==> src/hdl/tmr_pkg.sv <==
// Purpose: Constants for the dual 8-bit timer/event counter
// Assumes: 32-bit classic Wishbone register port, one 100 MHz clock
// Notes:   Register data sits in the low byte, upper bits read zero
package tmr_pkg;
   localparam int          CLK_MHZ    = 100;
   localparam int          DIV_W      = 12;
   localparam int          CNT_W      = 8;
   localparam int          ADR_W      = 8;
   // Register byte addresses
   localparam logic [7:0]  OFS_CMP0   = 8'h00;
   localparam logic [7:0]  OFS_CMP1   = 8'h04;
   localparam logic [7:0]  OFS_CSEL0  = 8'h08;
   localparam logic [7:0]  OFS_CSEL1  = 8'h0C;
   localparam logic [7:0]  OFS_MODE0  = 8'h10;
   localparam logic [7:0]  OFS_MODE1  = 8'h14;
   localparam logic [7:0]  OFS_CNT0   = 8'h18;
   localparam logic [7:0]  OFS_CNT1   = 8'h1C;
   localparam logic [7:0]  OFS_STAT   = 8'h20;
   localparam logic [7:0]  OFS_MASK   = 8'h24;
   localparam logic [7:0]  OFS_CASC   = 8'h28;
   // Mode control fields
   localparam int          MC_RUN     = 7;
   localparam int          MC_PWM     = 6;
   localparam int          MC_SET     = 3;
   localparam int          MC_CLR     = 2;
   localparam int          MC_INV     = 1;
   localparam int          MC_OE      = 0;
   localparam logic [7:0]  MC_STORE   = 8'hC3;
   localparam logic [2:0]  CS_FALL    = 3'h0;
   localparam logic [2:0]  CS_RISE    = 3'h1;
   localparam logic [7:0]  CNT_TOP    = 8'hFF;
   localparam logic [7:0]  RST_BYTE   = 8'h00;
   // Prescaler tap exponents per clock select code
   localparam int          TAP_CH0 [8] = '{0, 0, 3, 5, 7, 8, 9, 11};
   localparam int          TAP_CH1 [8] = '{0, 0, 4, 6, 7, 8, 10, 12};
   typedef enum logic [1:0] {
      BUS_IDLE = 2'b01,
      BUS_ACK  = 2'b10
   } tmr_bus_type;
endpackage : tmr_pkg

==> src/hdl/tmr_dual.sv <==
// Purpose: Two 8-bit timer/event counters, cascadable to 16 bits
// Assumes: Event inputs synchronous to clk; Wishbone classic slave
// Notes:   Outputs registered; status clears on read, a new set wins
`timescale 1ns/1ns
`default_nettype none
module tmr_dual (
   // Clock and reset
   input  wire logic                     clk,
   input  wire logic                     rst,
   // Wishbone slave
   input  wire logic                     wb_cyc_i,
   input  wire logic                     wb_stb_i,
   input  wire logic                     wb_we_i,
   input  wire logic [tmr_pkg::ADR_W-1:0] wb_adr_i,
   input  wire logic [3:0]               wb_sel_i,
   input  wire logic [31:0]              wb_dat_i,
   output var  logic [31:0]              wb_dat_o,
   output var  logic                     wb_ack_o,
   // Event inputs and timer outputs
   input  wire logic                     event_in_ch0,
   input  wire logic                     event_in_ch1,
   output var  logic                     timer_out_ch0,
   output var  logic                     timer_out_ch1,
   // Interrupts
   output var  logic                     match_irq_ch0,
   output var  logic                     match_irq_ch1,
   output var  logic                     irq
);
   import tmr_pkg::*;

   function automatic logic tap_hit(input logic [DIV_W-1:0] div, input int k);
      logic [DIV_W-1:0] m;
      m = DIV_W'((1 << k) - 1);
      return (div & m) == m;
   endfunction : tap_hit

   function automatic logic sel_tick(input logic [2:0] cs, input logic rise,
         input logic fall, input logic [DIV_W-1:0] div, input int ch);
      if (cs == CS_FALL)
         return fall;
      if (cs == CS_RISE)
         return rise;
      return tap_hit(div, (ch == 0) ? TAP_CH0[cs] : TAP_CH1[cs]);
   endfunction : sel_tick

   tmr_bus_type      bus_q, bus_d;
   logic [31:0]      rdat_q, rdat_d;
   logic [7:0]       cmp_q [2];
   logic [7:0]       cmp_d [2];
   logic [2:0]       cs_q [2];
   logic [2:0]       cs_d [2];
   logic [7:0]       mc_q [2];
   logic [7:0]       mc_d [2];
   logic [7:0]       cnt_q [2];
   logic [7:0]       cnt_d [2];
   logic [1:0]       ff_q, ff_d;
   logic [1:0]       ev_prev_q;
   logic [DIV_W-1:0] div_q, div_d;
   logic             casc_q, casc_d;
   logic [1:0]       stat_q, stat_d, mask_q, mask_d;
   logic [1:0]       tout_q, tout_d, mirq_q, mirq_d;
   logic             irq_q, irq_d;
   logic [1:0]       evin, tick, hit, run, wr_mc;
   logic             hit16, wr;

   assign evin = {event_in_ch1, event_in_ch0};
   assign wr   = wb_cyc_i & wb_stb_i & wb_we_i & (bus_q == BUS_ACK);

   // Bus slave: ack one cycle after the request, write at the ack edge
   always_comb begin
      bus_d  = bus_q;
      rdat_d = rdat_q;
      unique case (bus_q)
         BUS_IDLE: begin
            if (wb_cyc_i && wb_stb_i) begin
               bus_d  = BUS_ACK;
               rdat_d = '0;
               unique case (wb_adr_i)
                  OFS_CMP0:  rdat_d[7:0] = cmp_q[0];
                  OFS_CMP1:  rdat_d[7:0] = cmp_q[1];
                  OFS_CSEL0: rdat_d[2:0] = cs_q[0];
                  OFS_CSEL1: rdat_d[2:0] = cs_q[1];
                  OFS_MODE0: rdat_d[7:0] = mc_q[0];
                  OFS_MODE1: rdat_d[7:0] = mc_q[1];
                  OFS_CNT0:  rdat_d[7:0] = cnt_q[0];
                  OFS_CNT1:  rdat_d[7:0] = cnt_q[1];
                  OFS_STAT:  rdat_d[1:0] = stat_q;
                  OFS_MASK:  rdat_d[1:0] = mask_q;
                  OFS_CASC:  rdat_d[0]   = casc_q;
                  default:   rdat_d      = '0;
               endcase
            end
         end
         BUS_ACK: bus_d = BUS_IDLE;
      endcase
   end

   always_ff @(posedge clk) begin
      if (rst) begin
         bus_q  <= BUS_IDLE;
         rdat_q <= '0;
      end else begin
         bus_q  <= bus_d;
         rdat_q <= rdat_d;
      end
   end

   // Register writes; only byte lane zero reaches the byte registers
   always_comb begin
      casc_d = casc_q;
      mask_d = mask_q;
      wr_mc  = '0;
      for (int c = 0; c < 2; c++) begin
         cmp_d[c] = cmp_q[c];
         cs_d[c]  = cs_q[c];
         mc_d[c]  = mc_q[c];
      end
      if (wr && wb_sel_i[0]) begin
         unique case (wb_adr_i)
            OFS_CMP0:  cmp_d[0] = wb_dat_i[7:0];
            OFS_CMP1:  cmp_d[1] = wb_dat_i[7:0];
            OFS_CSEL0: cs_d[0]  = wb_dat_i[2:0];
            OFS_CSEL1: cs_d[1]  = wb_dat_i[2:0];
            OFS_MODE0: begin
               mc_d[0]  = wb_dat_i[7:0] & MC_STORE;
               wr_mc[0] = 1'b1;
            end
            OFS_MODE1: begin
               mc_d[1]  = wb_dat_i[7:0] & MC_STORE;
               wr_mc[1] = 1'b1;
            end
            OFS_MASK:  mask_d = wb_dat_i[1:0];
            OFS_CASC:  casc_d = wb_dat_i[0];
            default:   casc_d = casc_q;
         endcase
      end
   end

   always_ff @(posedge clk) begin
      if (rst) begin
         cmp_q  <= '{RST_BYTE, RST_BYTE};
         cs_q   <= '{CS_FALL, CS_FALL};
         mc_q   <= '{RST_BYTE, RST_BYTE};
         mask_q <= '0;
         casc_q <= 1'b0;
      end else begin
         cmp_q  <= cmp_d;
         cs_q   <= cs_d;
         mc_q   <= mc_d;
         mask_q <= mask_d;
         casc_q <= casc_d;
      end
   end

   // Counting; in cascade channel 1 takes channel 0's carry
   always_comb begin
      div_d = div_q + DIV_W'(1);
      for (int c = 0; c < 2; c++) begin
         tick[c] = sel_tick(cs_q[c], evin[c] & ~ev_prev_q[c],
                            ~evin[c] & ev_prev_q[c], div_q, c);
         run[c]  = casc_q ? mc_q[0][MC_RUN] : mc_q[c][MC_RUN];
      end
      hit16   = tick[0] && cnt_q[0] == cmp_q[0] && cnt_q[1] == cmp_q[1];
      tick[1] = casc_q ? (tick[0] && cnt_q[0] == CNT_TOP && !hit16) : tick[1];
      for (int c = 0; c < 2; c++) begin
         hit[c] = casc_q ? (c == 0 && hit16)
                         : (tick[c] && cnt_q[c] == cmp_q[c]);
         cnt_d[c] = cnt_q[c];
         ff_d[c]  = ff_q[c];
         if (!run[c])
            cnt_d[c] = '0;
         else if (casc_q && hit16)
            cnt_d[c] = '0;
         else if (tick[c] && !mc_q[c][MC_PWM] && !casc_q && hit[c])
            cnt_d[c] = '0;
         else if (tick[c])
            cnt_d[c] = cnt_q[c] + CNT_W'(1);
         // Output flip-flop; PWM sets on overflow and clears on match
         if (mc_q[c][MC_PWM] && !casc_q) begin
            if (run[c] && hit[c])
               ff_d[c] = 1'b0;
            else if (run[c] && tick[c] && cnt_q[c] == CNT_TOP)
               ff_d[c] = 1'b1;
         end else if (wr_mc[c] && wb_dat_i[MC_SET])
            ff_d[c] = 1'b1;
         else if (wr_mc[c] && wb_dat_i[MC_CLR])
            ff_d[c] = 1'b0;
         else if (run[c] && hit[c] && mc_q[c][MC_INV])
            ff_d[c] = ~ff_q[c];
         tout_d[c] = mc_q[c][MC_OE] &
                     (ff_q[c] ^ (mc_q[c][MC_PWM] & mc_q[c][MC_INV]));
         mirq_d[c] = run[c] & hit[c];
      end
      // Read of status clears only the bits it returned; a new set wins
      stat_d = stat_q;
      if (bus_q == BUS_ACK && wb_cyc_i && wb_stb_i && !wb_we_i &&
          wb_adr_i == OFS_STAT)
         stat_d = stat_q & ~rdat_q[1:0];
      stat_d = stat_d | mirq_d;
      irq_d  = |(stat_q & mask_q);
   end

   always_ff @(posedge clk) begin
      if (rst) begin
         cnt_q     <= '{RST_BYTE, RST_BYTE};
         ff_q      <= '0;
         ev_prev_q <= '0;
         div_q     <= '0;
         stat_q    <= '0;
         tout_q    <= '0;
         mirq_q    <= '0;
         irq_q     <= 1'b0;
      end else begin
         cnt_q     <= cnt_d;
         ff_q      <= ff_d;
         ev_prev_q <= evin;
         div_q     <= div_d;
         stat_q    <= stat_d;
         tout_q    <= tout_d;
         mirq_q    <= mirq_d;
         irq_q     <= irq_d;
      end
   end

   assign wb_dat_o      = rdat_q;
   assign wb_ack_o      = (bus_q == BUS_ACK);
   assign timer_out_ch0 = tout_q[0];
   assign timer_out_ch1 = tout_q[1];
   assign match_irq_ch0 = mirq_q[0];
   assign match_irq_ch1 = mirq_q[1];
   assign irq           = irq_q;
endmodule : tmr_dual
`default_nettype wire

==> config.mk <==
export PLATFORM = sky130hd
export DESIGN_NAME = tmr_dual
export DESIGN_NICKNAME = d
export VERILOG_FILES = /design/src/hdl/tmr_pkg.sv /design/src/hdl/tmr_dual.sv
export SDC_FILE = /design/constraint.sdc
export NUM_CORES = 1
export LEC_CHECK = 0
export BUFFER_PORTS_ARGS = -buffer_cell sky130_fd_sc_hd__buf_2
export CAP_MARGIN = 20
export CORE_MARGIN = 1.5
export CORE_UTILIZATION = 45
export DETAILED_ROUTE_END_ITERATION = 8
export PLACE_DENSITY = 0.63
export REMOVE_ABC_BUFFERS = 1
export SYNTH_ARGS = -nofsm -noshare
export SYNTH_HDL_FRONTEND = slang
export SYNTH_SLANG_ARGS = --single-unit
==> constraint.sdc <==
create_clock -name clk -period 8.89 [get_ports clk]
set_input_delay 1.3335 -clock clk [delete_from_list [all_inputs] [get_ports clk]]
set_output_delay 1.3335 -clock clk [all_outputs]
set_load 0.02 [all_outputs]
==> run_results.csv, run 1 <==
group,metric,value,unit
setup_path,critical_path_maximum_fanout,20,
drt,detailedRoute.firstPassIterationCount,8,
global_route,grtUsageMet1,32.2,%
place,gpl.final_weighted_congestion,0.869,
global_route,top_usage_layer,"met2",
finish,finish.cell_count_without_fillers,828,
worst_hold_path,min_path_type,"register to register",
clocking,htree_levels,3,
pwr,power.net_switching,0.186,mW
synth,synth_cell_types,76,
timing,final.setup_skew,7.75,ps
synth,ys_seq_area_share,30.3,%
finish,fillers,1137,
global_route,grt_pass1_vias,4646,
drt,ant_nets,0,
place,preCtsSetupSlack,4470,ps
setup_path,reg2reg_slack,4430,ps
global_route,groute.layer.met3.usage,4.97,%
clocking,cts.clk_slew.worst_paths,60,ps
synth,yosysWarnings,0,
timing,worst_slew_pin_slew,1150,ps
timing,finalCritPeriodShare,50.2,%
synth,post_synth_instance_area,5410,sq um
floorplan,core_area,11600,sq um
timing,finalSetupViolCount,0,
timing,grt_setup_unrepaired,"no",
clocking,clk_latency,340,ps
timing,final_period_minus_worst_setup_slack,4460,ps
clocking,ctsResizeCount,0,
global_route,grt_remaining_overflow,0,
pwr,p_leak,2.13,nW
clocking,cts_num_sinks,82,
timing,timing.fmax,224,MHz
synth,ys_async_sr_fraction,0,%
pwr,ir_drop,86.8,uV
global_route,gr-usage-met2,37.0,%
floorplan,initial_core_util,46.8,%
floorplan,total_die_area,12700,sq um
synth,synth.top_cells.by_area,"sky130_fd_sc_hd__dfxtp_1, sky130_fd_sc_hd__mux2i_1, sky130_fd_sc_hd__xnor2_1, sky130_fd_sc_hd__nor2_1, sky130_fd_sc_hd__nand2_1",
drt,drt_first_iter_violations,598,
synth,synth-edff-count,0,
timing,finalHoldViolations,0,
pwr,power.share.clock,47.6,%
finish,n_antenna_cell,0,
finish,area_growth,8.05,%
timing,fin_setup_tns,0,ps
finish,multi_input_comb_area,3440,sq um
clocking,post_cts.repair.setup_buffers,0,
pwr,seqPwrFrac,46.0,%
drt,vias,4950,
drt,drt_wl_total,14.4,mm
outcome,outcome,"finished clean",
global_route,global_route.usage.total,23.3,%
timing,slew-limit-headroom,22.5,%
clocking,cts_inserted_buffers,9,
clocking,clockBufferDepth,2,
drt,drcViolationCount,0,
global_route,grt_start_max_net_pins,63,
clocking,quantity_of_hold_fixing_buffers_added_after_cts,0,
finish,regArea,1640,sq um
place,place_inst,813,
synth,synth_ff_type,"sky130_fd_sc_hd__dfxtp_1",
pwr,powerDensity,140,nW/um^2
setup_path,critPathArrivalTime,4720,ps
setup_path,critical_path_rt,9140,ps
finish,drive_above_1_share,11.7,%
place,dp_hpwl,10.7,mm
place,io_buffers,37,
global_route,initial_antenna_violation_count,0,
drt,vias_per_cell,5.98,
synth,ys_ff_latch,82,
timing,slew_violations,0,
synth,yosys.area.top_type,"sky130_fd_sc_hd__dfxtp_1",
finish,num-nets-final,749,
clocking,tritoncts,"yes",
synth,syn_inst,666,
synth,synth_most_common_cell,"sky130_fd_sc_hd__dfxtp_1",
run,max_cap_violations,0,
global_route,first_pass_grt_wire_length,23.7,mm
pwr,power.combinational.fraction,6.4,%
synth,post_synth.cell_area_avg,8.12,sq um
setup_path,critPathCaptureType,"register",
setup_path,kind_of_critical_path,"register to register",
synth,netlist.area_leader.share,30.3,%
pwr,switching_share,22.7,%
clocking,cts_root_buffer,"sky130_fd_sc_hd__clkbuf_16",
floorplan,die_h,113,microns
floorplan,die_x,113,microns
timing,layout_setup_ws,4430,ps
drt,post_drt_wl_per_cell,17.3,microns
floorplan,ios,89,
synth,synthTopCellsByCount,"sky130_fd_sc_hd__dfxtp_1, sky130_fd_sc_hd__nor2_1, sky130_fd_sc_hd__nand2_1",
pwr,cellInternalPower,0.631,mW
floorplan,placement_rows,39,
setup_path,setup.worst_path.start_class,"register",
==> routing by layer <==
layer  vias to the layer above  share of wire (%)  wire, microns
li1                       2387                  -              -
met1                      2347                 46           6540
met2                       193                 45           6410
met3                        23                7.9           1130
met4                         0                1.9            277
met5                         -                  0              0
==> metrics by stage <==
stage	utilization (%)	power (mW)	area (sq um)	hold slack, ps
2_1_floorplan	-	0.411	5160	437
3_3_place_gp	47.9	0.434	5540	461
3_5_place_dp	47.9	0.435	5540	467
4_1_cts	50.5	0.820	5850	476
5_1_grt	50.5	0.841	5850	498
6_report	50.5	0.816	5850	473
==> logic make-up (layout without fill, tap and decap cells) <==
family,Yosys count,after routing,share of synthesized area (%)
muxes,36,36,6.80
DFF,82,82,30.3
other,1,24,0.0693
buffers and inverters,80,76,7.72
AOI/OAI and AO/OA,142,142,19.0
and+or+nand+nor,270,270,26.0
xor gates and xnor gates,38,38,6.15
adders and majority gates,17,17,3.93
==> state kept, by name (all words and copies together) (netlist names), 2 cells and up <==
| register | count |
|---|---|
| tout_q | 2 |
| bus_q | 2 |
| wb_dat_o | 8 |
| div_q | 12 |
| mc_q | 8 |
| ff_q | 2 |
| mirq_q | 2 |
| ev_prev_q | 2 |
| cnt_q | 16 |
| cs_q | 6 |
| mask_q | 2 |
| stat_q | 2 |
| cmp_q | 16 |
==> critical path: stages (launching register included) <==
cell and delay, ps:
sky130_fd_sc_hd__dfxtp_1 680, sky130_fd_sc_hd__inv_1 230, sky130_fd_sc_hd__ha_1 430, sky130_fd_sc_hd__and4b_4 290
sky130_fd_sc_hd__o21ai_2 110, sky130_fd_sc_hd__ha_1 260, sky130_fd_sc_hd__o31ai_2 120, sky130_fd_sc_hd__mux2_2 380
sky130_fd_sc_hd__o22a_1 180, sky130_fd_sc_hd__o22ai_1 250, sky130_fd_sc_hd__a2111oi_4 100, sky130_fd_sc_hd__a21oi_2 690
sky130_fd_sc_hd__o21ai_1 420, sky130_fd_sc_hd__a21oi_1 230
==> layout by cell type, fill, tap and decap left out, drive strengths merged, types with 11 or more instances in the layout <==
cell type | synthesis | layout
or3 | 11 | 11
nor2b | 15 | 15
nand2 | 57 | 57
dfxtp | 82 | 82
buf | 35 | 40
mux2i | 30 | 30
ha | 17 | 17
nor2 | 65 | 65
a21oi | 41 | 41
xnor2 | 28 | 28
a22oi | 15 | 15
nand3 | 32 | 32
nand2b | 11 | 11
clkbuf | 24 | 12
inv | 21 | 21
conb | 1 | 24
nor3 | 12 | 12
o21ai | 22 | 22
and3 | 13 | 13
==> power by group through the flow <==
stage          combinational [mW]  clock [mW]  sequential (mW)
3_3_place_gp               0.0505           0            0.384
2_1_floorplan              0.0262           0            0.385
3_5_place_dp               0.0511           0            0.384
4_1_cts                    0.0512       0.393            0.376
5_1_grt                    0.0566       0.408            0.376
6_report                   0.0524       0.388            0.376
==> final timing paths <==
path / cells after the start / startpoint / to
min reg2reg: 2 / mc_q[8]$_SDFFE_PP0P_ / mc_q[8]$_SDFFE_PP0P_
max reg2reg: 13 / cs_q[4]$_SDFFE_PP0P_ / cnt_q[15]$_SDFFE_PP0N_
min: 2 / mc_q[8]$_SDFFE_PP0P_ / mc_q[8]$_SDFFE_PP0P_
max: 13 / cs_q[4]$_SDFFE_PP0P_ / cnt_q[15]$_SDFFE_PP0N_
==> cell type report <==
class                           count  share of cell area [%]
Multi-Input combinational cell    527                    58.8
Sequential cell                    82                    28.1
Clock buffer                       12                    4.05
Timing Repair Buffer               40                    3.55
Tap cell                          143                    3.06
Inverter                           21                    1.35
Clock inverter                      3                    1.11
Note: power is estimated with default switching activity, not from simulation.
==> inputs of run 2 (changes only) <==
Clock period 8.89 ns to 4.5 ns, I/O delays scaled along.
==> run 2 against run 1 <==
  * Worst hold slack better by 13 ps
  * First-iteration DRC count down 24%
  * Critical endpoint is now cnt_q[5]$_SDFFE_PP0N_
  * Critical path depth up 3
  * Largest power group is now registers
  * Critical path type unchanged
==> run_results.csv, run 2 (synthesized netlist as in run 1, its figures left out) <==
group,metric,value,unit
timing,finalHoldViolations,0,
finish,finalInstanceArea,5890,sq um
setup_path,critical_path_maximum_fanout,15,
global_route,grt_remaining_overflow,0,
global_route,grt_start_max_net_pins,38,
floorplan,die_x,113,microns
setup_path,reg2reg_slack,340,ps
global_route,global_route.usage.total,23.2,%
clocking,cts_root_buffer,"sky130_fd_sc_hd__clkbuf_16",
finish,n_antenna_cell,0,
clocking,cts_inserted_buffers,9,
timing,fin_setup_tns,0,ps
clocking,post_cts.repair.setup_buffers,0,
finish,drive_above_1_share,12.9,%
drt,drt_first_iter_violations,452,
worst_hold_path,hold_path_depth,2,
clocking,htree_levels,3,
timing,finalSetupViolCount,0,
outcome,outcome,"finished clean",
floorplan,ios,89,
pwr,p_leak,2.16,nW
finish,commonest_cells_after_routing_fill_and_taps_aside,"sky130_fd_sc_hd__dfxtp_1, sky130_fd_sc_hd__nor2_1, sky130_fd_sc_hd__nand2_1, sky130_fd_sc_hd__a21oi_1, sky130_fd_sc_hd__buf_2",
clocking,clk_latency,340,ps
place,io_buffers,37,
clocking,cts.clk_slew.worst_paths,60,ps
timing,finalCritPeriodShare,92.5,%
clocking,tritoncts,"yes",
setup_path,regToRegEndpoint,"cnt_q[5]$_SDFFE_PP0N_",
run,max_cap_violations,0,
place,dp_hpwl,10.8,mm
setup_path,setup.worst_path.start_class,"register",
setup_path,critPathArrivalTime,4440,ps
worst_hold_path,hold_path_startpoint,"cmp_q[12]$_SDFFE_PP0P_",
setup_path,worst-r2r-cell-count,16,
timing,final.setup_skew,7.92,ps
clocking,cts_num_sinks,82,
worst_hold_path,min_path_type,"register to register",
floorplan,placement_rows,39,
timing,final_period_minus_worst_setup_slack,4160,ps
finish,area_growth,8.79,%
drt,drt_wl_total,14.4,mm
setup_path,r2r-start,"cs_q[1]$_SDFFE_PP0P_",
floorplan,initial_core_util,46.8,%
floorplan,total_die_area,12700,sq um
drt,post_drt_wl_per_cell,17.3,microns
setup_path,critical_path_rt,4770,ps
floorplan,die_h,113,microns
clocking,quantity_of_hold_fixing_buffers_added_after_cts,0,
finish,layout.cells.most_common,"sky130_fd_sc_hd__dfxtp_1",
finish,reg_top3,"cmp_q: 16 flops, cnt_q: 16 flops, div_q: 12 flops",
timing,slew_violations,0,
global_route,initial_antenna_violation_count,0,
timing,grt_setup_unrepaired,"no",
drt,ant_nets,0,
pwr,ir_drop,195,uV
setup_path,startpoint,"cs_q[1]$_SDFFE_PP0P_",
timing,timing.fmax,240,MHz
drt,drcViolationCount,0,
worst_hold_path,holdPathEnd,"cmp_q[12]$_SDFFE_PP0P_",
drt,vias,4957,
clocking,clockBufferDepth,2,
global_route,grt_pass1_vias,4409,
drt,vias_per_cell,5.95,
global_route,first_pass_grt_wire_length,23.2,mm
setup_path,kind_of_critical_path,"register to register",
pwr,powerDensity,269,nW/um^2
place,gpl.final_weighted_congestion,0.892,
finish,num-nets-final,754,
drt,detailedRoute.firstPassIterationCount,9,
setup_path,critPathCaptureType,"register",
timing,slew-limit-headroom,23.9,%
floorplan,core_area,11600,sq um
timing,worst_slew_pin_slew,1130,ps
place,placedInstanceArea,5580,sq um
-- run 2: worst max path at each step --
stage	endpoint	slack, ps	depth (start not counted)
after floorplan	ff_q[1]$_SDFFE_PP0P_	560	14
after global placement	ff_q[1]$_SDFFE_PP0P_	460	16
after detailed placement	cnt_q[5]$_SDFFE_PP0N_	370	16
after CTS	cnt_q[5]$_SDFFE_PP0N_	330	16
after global routing	cnt_q[7]$_SDFFE_PP0N_	80	16
final	cnt_q[5]$_SDFFE_PP0N_	340	16
-- run 2: cell type report --
| type | count | area [sq um] |
|---|---|---|
| Inverter | 21 | 78.8 |
| Timing Repair Buffer | 45 | 245 |
| Sequential cell | 82 | 1640 |
| Fill cell | 1111 | 5680 |
| Tap cell | 143 | 179 |
| Clock buffer | 11 | 243 |
| Multi-Input combinational cell | 527 | 3450 |
| Clock inverter | 4 | 52.6 |
-- run 2: stage by stage --
stage | power (mW) | hold slack [ps] | std cells | setup slack, ps | util [%]
final | 1.58 | 486 | 833 | 338 | 50.9
after global routing | 1.64 | 497 | 833 | 79.1 | 50.9
after CTS | 1.59 | 477 | 833 | 333 | 50.8
after detailed placement | 0.860 | 465 | 818 | 366 | 48.3
after global placement | 0.859 | 460 | 818 | 464 | 48.3
after floorplan | 0.812 | 437 | 630 | 555 | -
-- run 2: layer usage --
| layer | global-route usage [%] | share of wire, % |
|---|---|---|
| met1 | 33.4 | 46 |
| met2 | 35.0 | 44 |
| met3 | 3.78 | 8.3 |
| met4 | 8.61 | 2.2 |
| met5 | 0 | 0 |
-- run 2: where the power goes --
part	total (mW)	internal (mW)	switching (mW)
Clock	0.737	0.443	0.294
Sequential	0.742	0.735	0.00732
Combinational	0.104	0.0290	0.0749
-- run 2: timing repair --
action,CTS,global route
endpoints found under the hold margin,0,0
endpoints found under the setup margin,0,1
gates resized for setup,0,2
-- run 2: worst max-delay path, stage by stage (launching register included) --
cell and delay [ps]:
sky130_fd_sc_hd__dfxtp_1 510, sky130_fd_sc_hd__inv_1 150, sky130_fd_sc_hd__ha_1 410, sky130_fd_sc_hd__nand2_1 130
sky130_fd_sc_hd__nor2_1 50, sky130_fd_sc_hd__o21ai_0 260, sky130_fd_sc_hd__ha_2 310, sky130_fd_sc_hd__inv_1 80
sky130_fd_sc_hd__a221o_1 320, sky130_fd_sc_hd__xnor2_1 150, sky130_fd_sc_hd__a222oi_1 450, sky130_fd_sc_hd__a31o_2 280
sky130_fd_sc_hd__a21o_1 100, sky130_fd_sc_hd__a31oi_1 40, sky130_fd_sc_hd__buf_4 210, sky130_fd_sc_hd__or4_1 500
sky130_fd_sc_hd__a21oi_1 140
==> inputs of run 3 (changes only) <==
Settings changed: CORE_MARGIN 1.5 to 2, CTS_BUF_LIST set to sky130_fd_sc_hd__clkbuf_4.
==> run 3 against run 2 <==
  * Register-to-register slack is essentially flat
  * Clock-buffer cell count up 1
  * Non-clock buffer count is 3 higher
  * Via count decreased by 0.59%
  * Combinational power about the same
  * Critical path depth is the same
  * Largest power group unchanged
  * Highest routed layer unchanged
==> run_results.csv, run 3 (synthesized netlist as in run 1, its figures left out) <==
group,metric,value,unit
timing,layout_setup_ws,329,ps
timing,final_period_minus_worst_setup_slack,4170,ps
setup_path,critical_path_rt,4860,ps
finish,reg_top3,"cmp_q: 16 flops, cnt_q: 16 flops, div_q: 12 flops",
drt,drt_wl_total,14.0,mm
timing,finalHoldViolations,0,
drt,vias,4928,
place,io_buffers,37,
floorplan,placement_rows,40,
floorplan,total_die_area,12900,sq um
outcome,outcome,"finished clean",
global_route,grt_start_max_net_pins,46,
clocking,cts_inserted_buffers,9,
timing,finalSetupViolCount,0,
finish,fillers,1179,
place,dp_hpwl,10.7,mm
timing,grt_setup_unrepaired,"no",
run,max_cap_violations,0,
finish,layout.cells.most_common,"sky130_fd_sc_hd__dfxtp_1",
worst_hold_path,min_path_type,"register to register",
global_route,grt_pass1_vias,4555,
clocking,ctsResizeCount,0,
clocking,cts_num_sinks,82,
drt,vias_per_cell,5.86,
clocking,quantity_of_hold_fixing_buffers_added_after_cts,0,
pwr,p_leak,2.09,nW
clocking,htree_levels,3,
timing,worst_slew_pin_slew,1040,ps
floorplan,initial_core_util,45.6,%
finish,postLayoutCoreUtil,48.2,%
finish,area_growth,5.69,%
clocking,tritoncts,"yes",
finish,commonest_cells_after_routing_fill_and_taps_aside,"sky130_fd_sc_hd__dfxtp_1, sky130_fd_sc_hd__nor2_1, sky130_fd_sc_hd__nand2_1, sky130_fd_sc_hd__a21oi_1, sky130_fd_sc_hd__buf_2",
place,place_inst,825,
pwr,powerDensity,212,nW/um^2
clocking,clk_latency,450,ps
clocking,cts.clk_slew.worst_paths,110,ps
timing,hold_slack,490,ps
floorplan,die_h,114,microns
drt,ant_nets,0,
drt,drt_first_iter_violations,460,
finish,drive_above_1_share,12.8,%
setup_path,critical_path_maximum_fanout,15,
timing,final.setup_skew,27.1,ps
setup_path,kind_of_critical_path,"register to register",
clocking,post_cts.repair.setup_buffers,0,
pwr,post-layout-total-power,1.21,mW
global_route,grt_remaining_overflow,0,
drt,post_drt_wl_per_cell,16.7,microns
floorplan,ios,89,
timing,slew-limit-headroom,30.2,%
global_route,groute.layer.met3.usage,4.36,%
finish,num-nets-final,757,
clocking,cts_root_buffer,"sky130_fd_sc_hd__clkbuf_4",
drt,drcViolationCount,0,
pwr,ir_drop,199,uV
place,gpl.final_weighted_congestion,0.883,
global_route,gr-usage-met2,38.7,%
setup_path,critPathCaptureType,"register",
setup_path,critPathArrivalTime,4540,ps
place,placedInstanceArea,5610,sq um
drt,detailedRoute.firstPassIterationCount,6,
floorplan,die_x,114,microns
place,preCtsSetupSlack,435,ps
global_route,initial_antenna_violation_count,0,
clocking,clockBufferDepth,2,
global_route,first_pass_grt_wire_length,22.7,mm
global_route,top_usage_layer,"met2",
finish,finish.cell_count_without_fillers,841,
finish,finalInstanceArea,5720,sq um
global_route,grtUsageMet1,27.2,%
timing,timing.fmax,240,MHz
finish,n_antenna_cell,0,
timing,slew_violations,0,
global_route,global_route.usage.total,21.9,%
timing,finalCritPeriodShare,92.7,%
setup_path,setup.worst_path.start_class,"register",
floorplan,core_area,11900,sq um
timing,fin_setup_tns,0,ps
setup_path,reg2reg_slack,330,ps
run 3: worst paths after layout:
check,cells after the start,end,startpoint
max,16,cnt_q[7]$_SDFFE_PP0N_,cs_q[1]$_SDFFE_PP0P_
max reg2reg,16,cnt_q[7]$_SDFFE_PP0N_,cs_q[1]$_SDFFE_PP0P_
min,2,cmp_q[12]$_SDFFE_PP0P_,cmp_q[12]$_SDFFE_PP0P_
min reg2reg,2,cmp_q[12]$_SDFFE_PP0P_,cmp_q[12]$_SDFFE_PP0P_
run 3: cell type report:
| class | count | area, sq um | area share, % |
|---|---|---|---|
| inverters | 21 | 78.8 | 1.38 |
| flip-flops and latches | 82 | 1640 | 28.7 |
| multi-input cells | 527 | 3440 | 60.1 |
| well taps | 147 | 184 | 3.22 |
| clock buffers | 12 | 90.1 | 1.58 |
| clock inverters | 4 | 18.8 | 0.328 |
| repair buffers | 48 | 268 | 4.68 |
run 3: power breakdown:
group / internal [mW] / switching (mW)
logic: 0.0283 / 0.0726
registers: 0.735 / 0.00766
clock network: 0.127 / 0.243
run 3: worst max-delay path, cell delays in order, from the launching register on:
cell                        delay [ps]
sky130_fd_sc_hd__dfxtp_1           500
sky130_fd_sc_hd__inv_1             130
sky130_fd_sc_hd__ha_1              400
sky130_fd_sc_hd__nand2_1           120
sky130_fd_sc_hd__nor2_1             50
sky130_fd_sc_hd__o21ai_0           230
sky130_fd_sc_hd__ha_1              330
sky130_fd_sc_hd__inv_1             100
sky130_fd_sc_hd__a221o_1           310
sky130_fd_sc_hd__mux2i_1           140
sky130_fd_sc_hd__a2111oi_0         480
sky130_fd_sc_hd__a31o_2            280
sky130_fd_sc_hd__a21o_1             90
sky130_fd_sc_hd__a31oi_1            40
sky130_fd_sc_hd__buf_4             220
sky130_fd_sc_hd__or4_1             500
sky130_fd_sc_hd__a21oi_1           150
run 3: per-layer routing:
metal | part of all wire [%] | vias to the layer above
met5 | 0 | -
met4 | 1.6 | 0
met3 | 5.9 | 23
met2 | 49 | 157
met1 | 43 | 2339
li1 | - | 2409
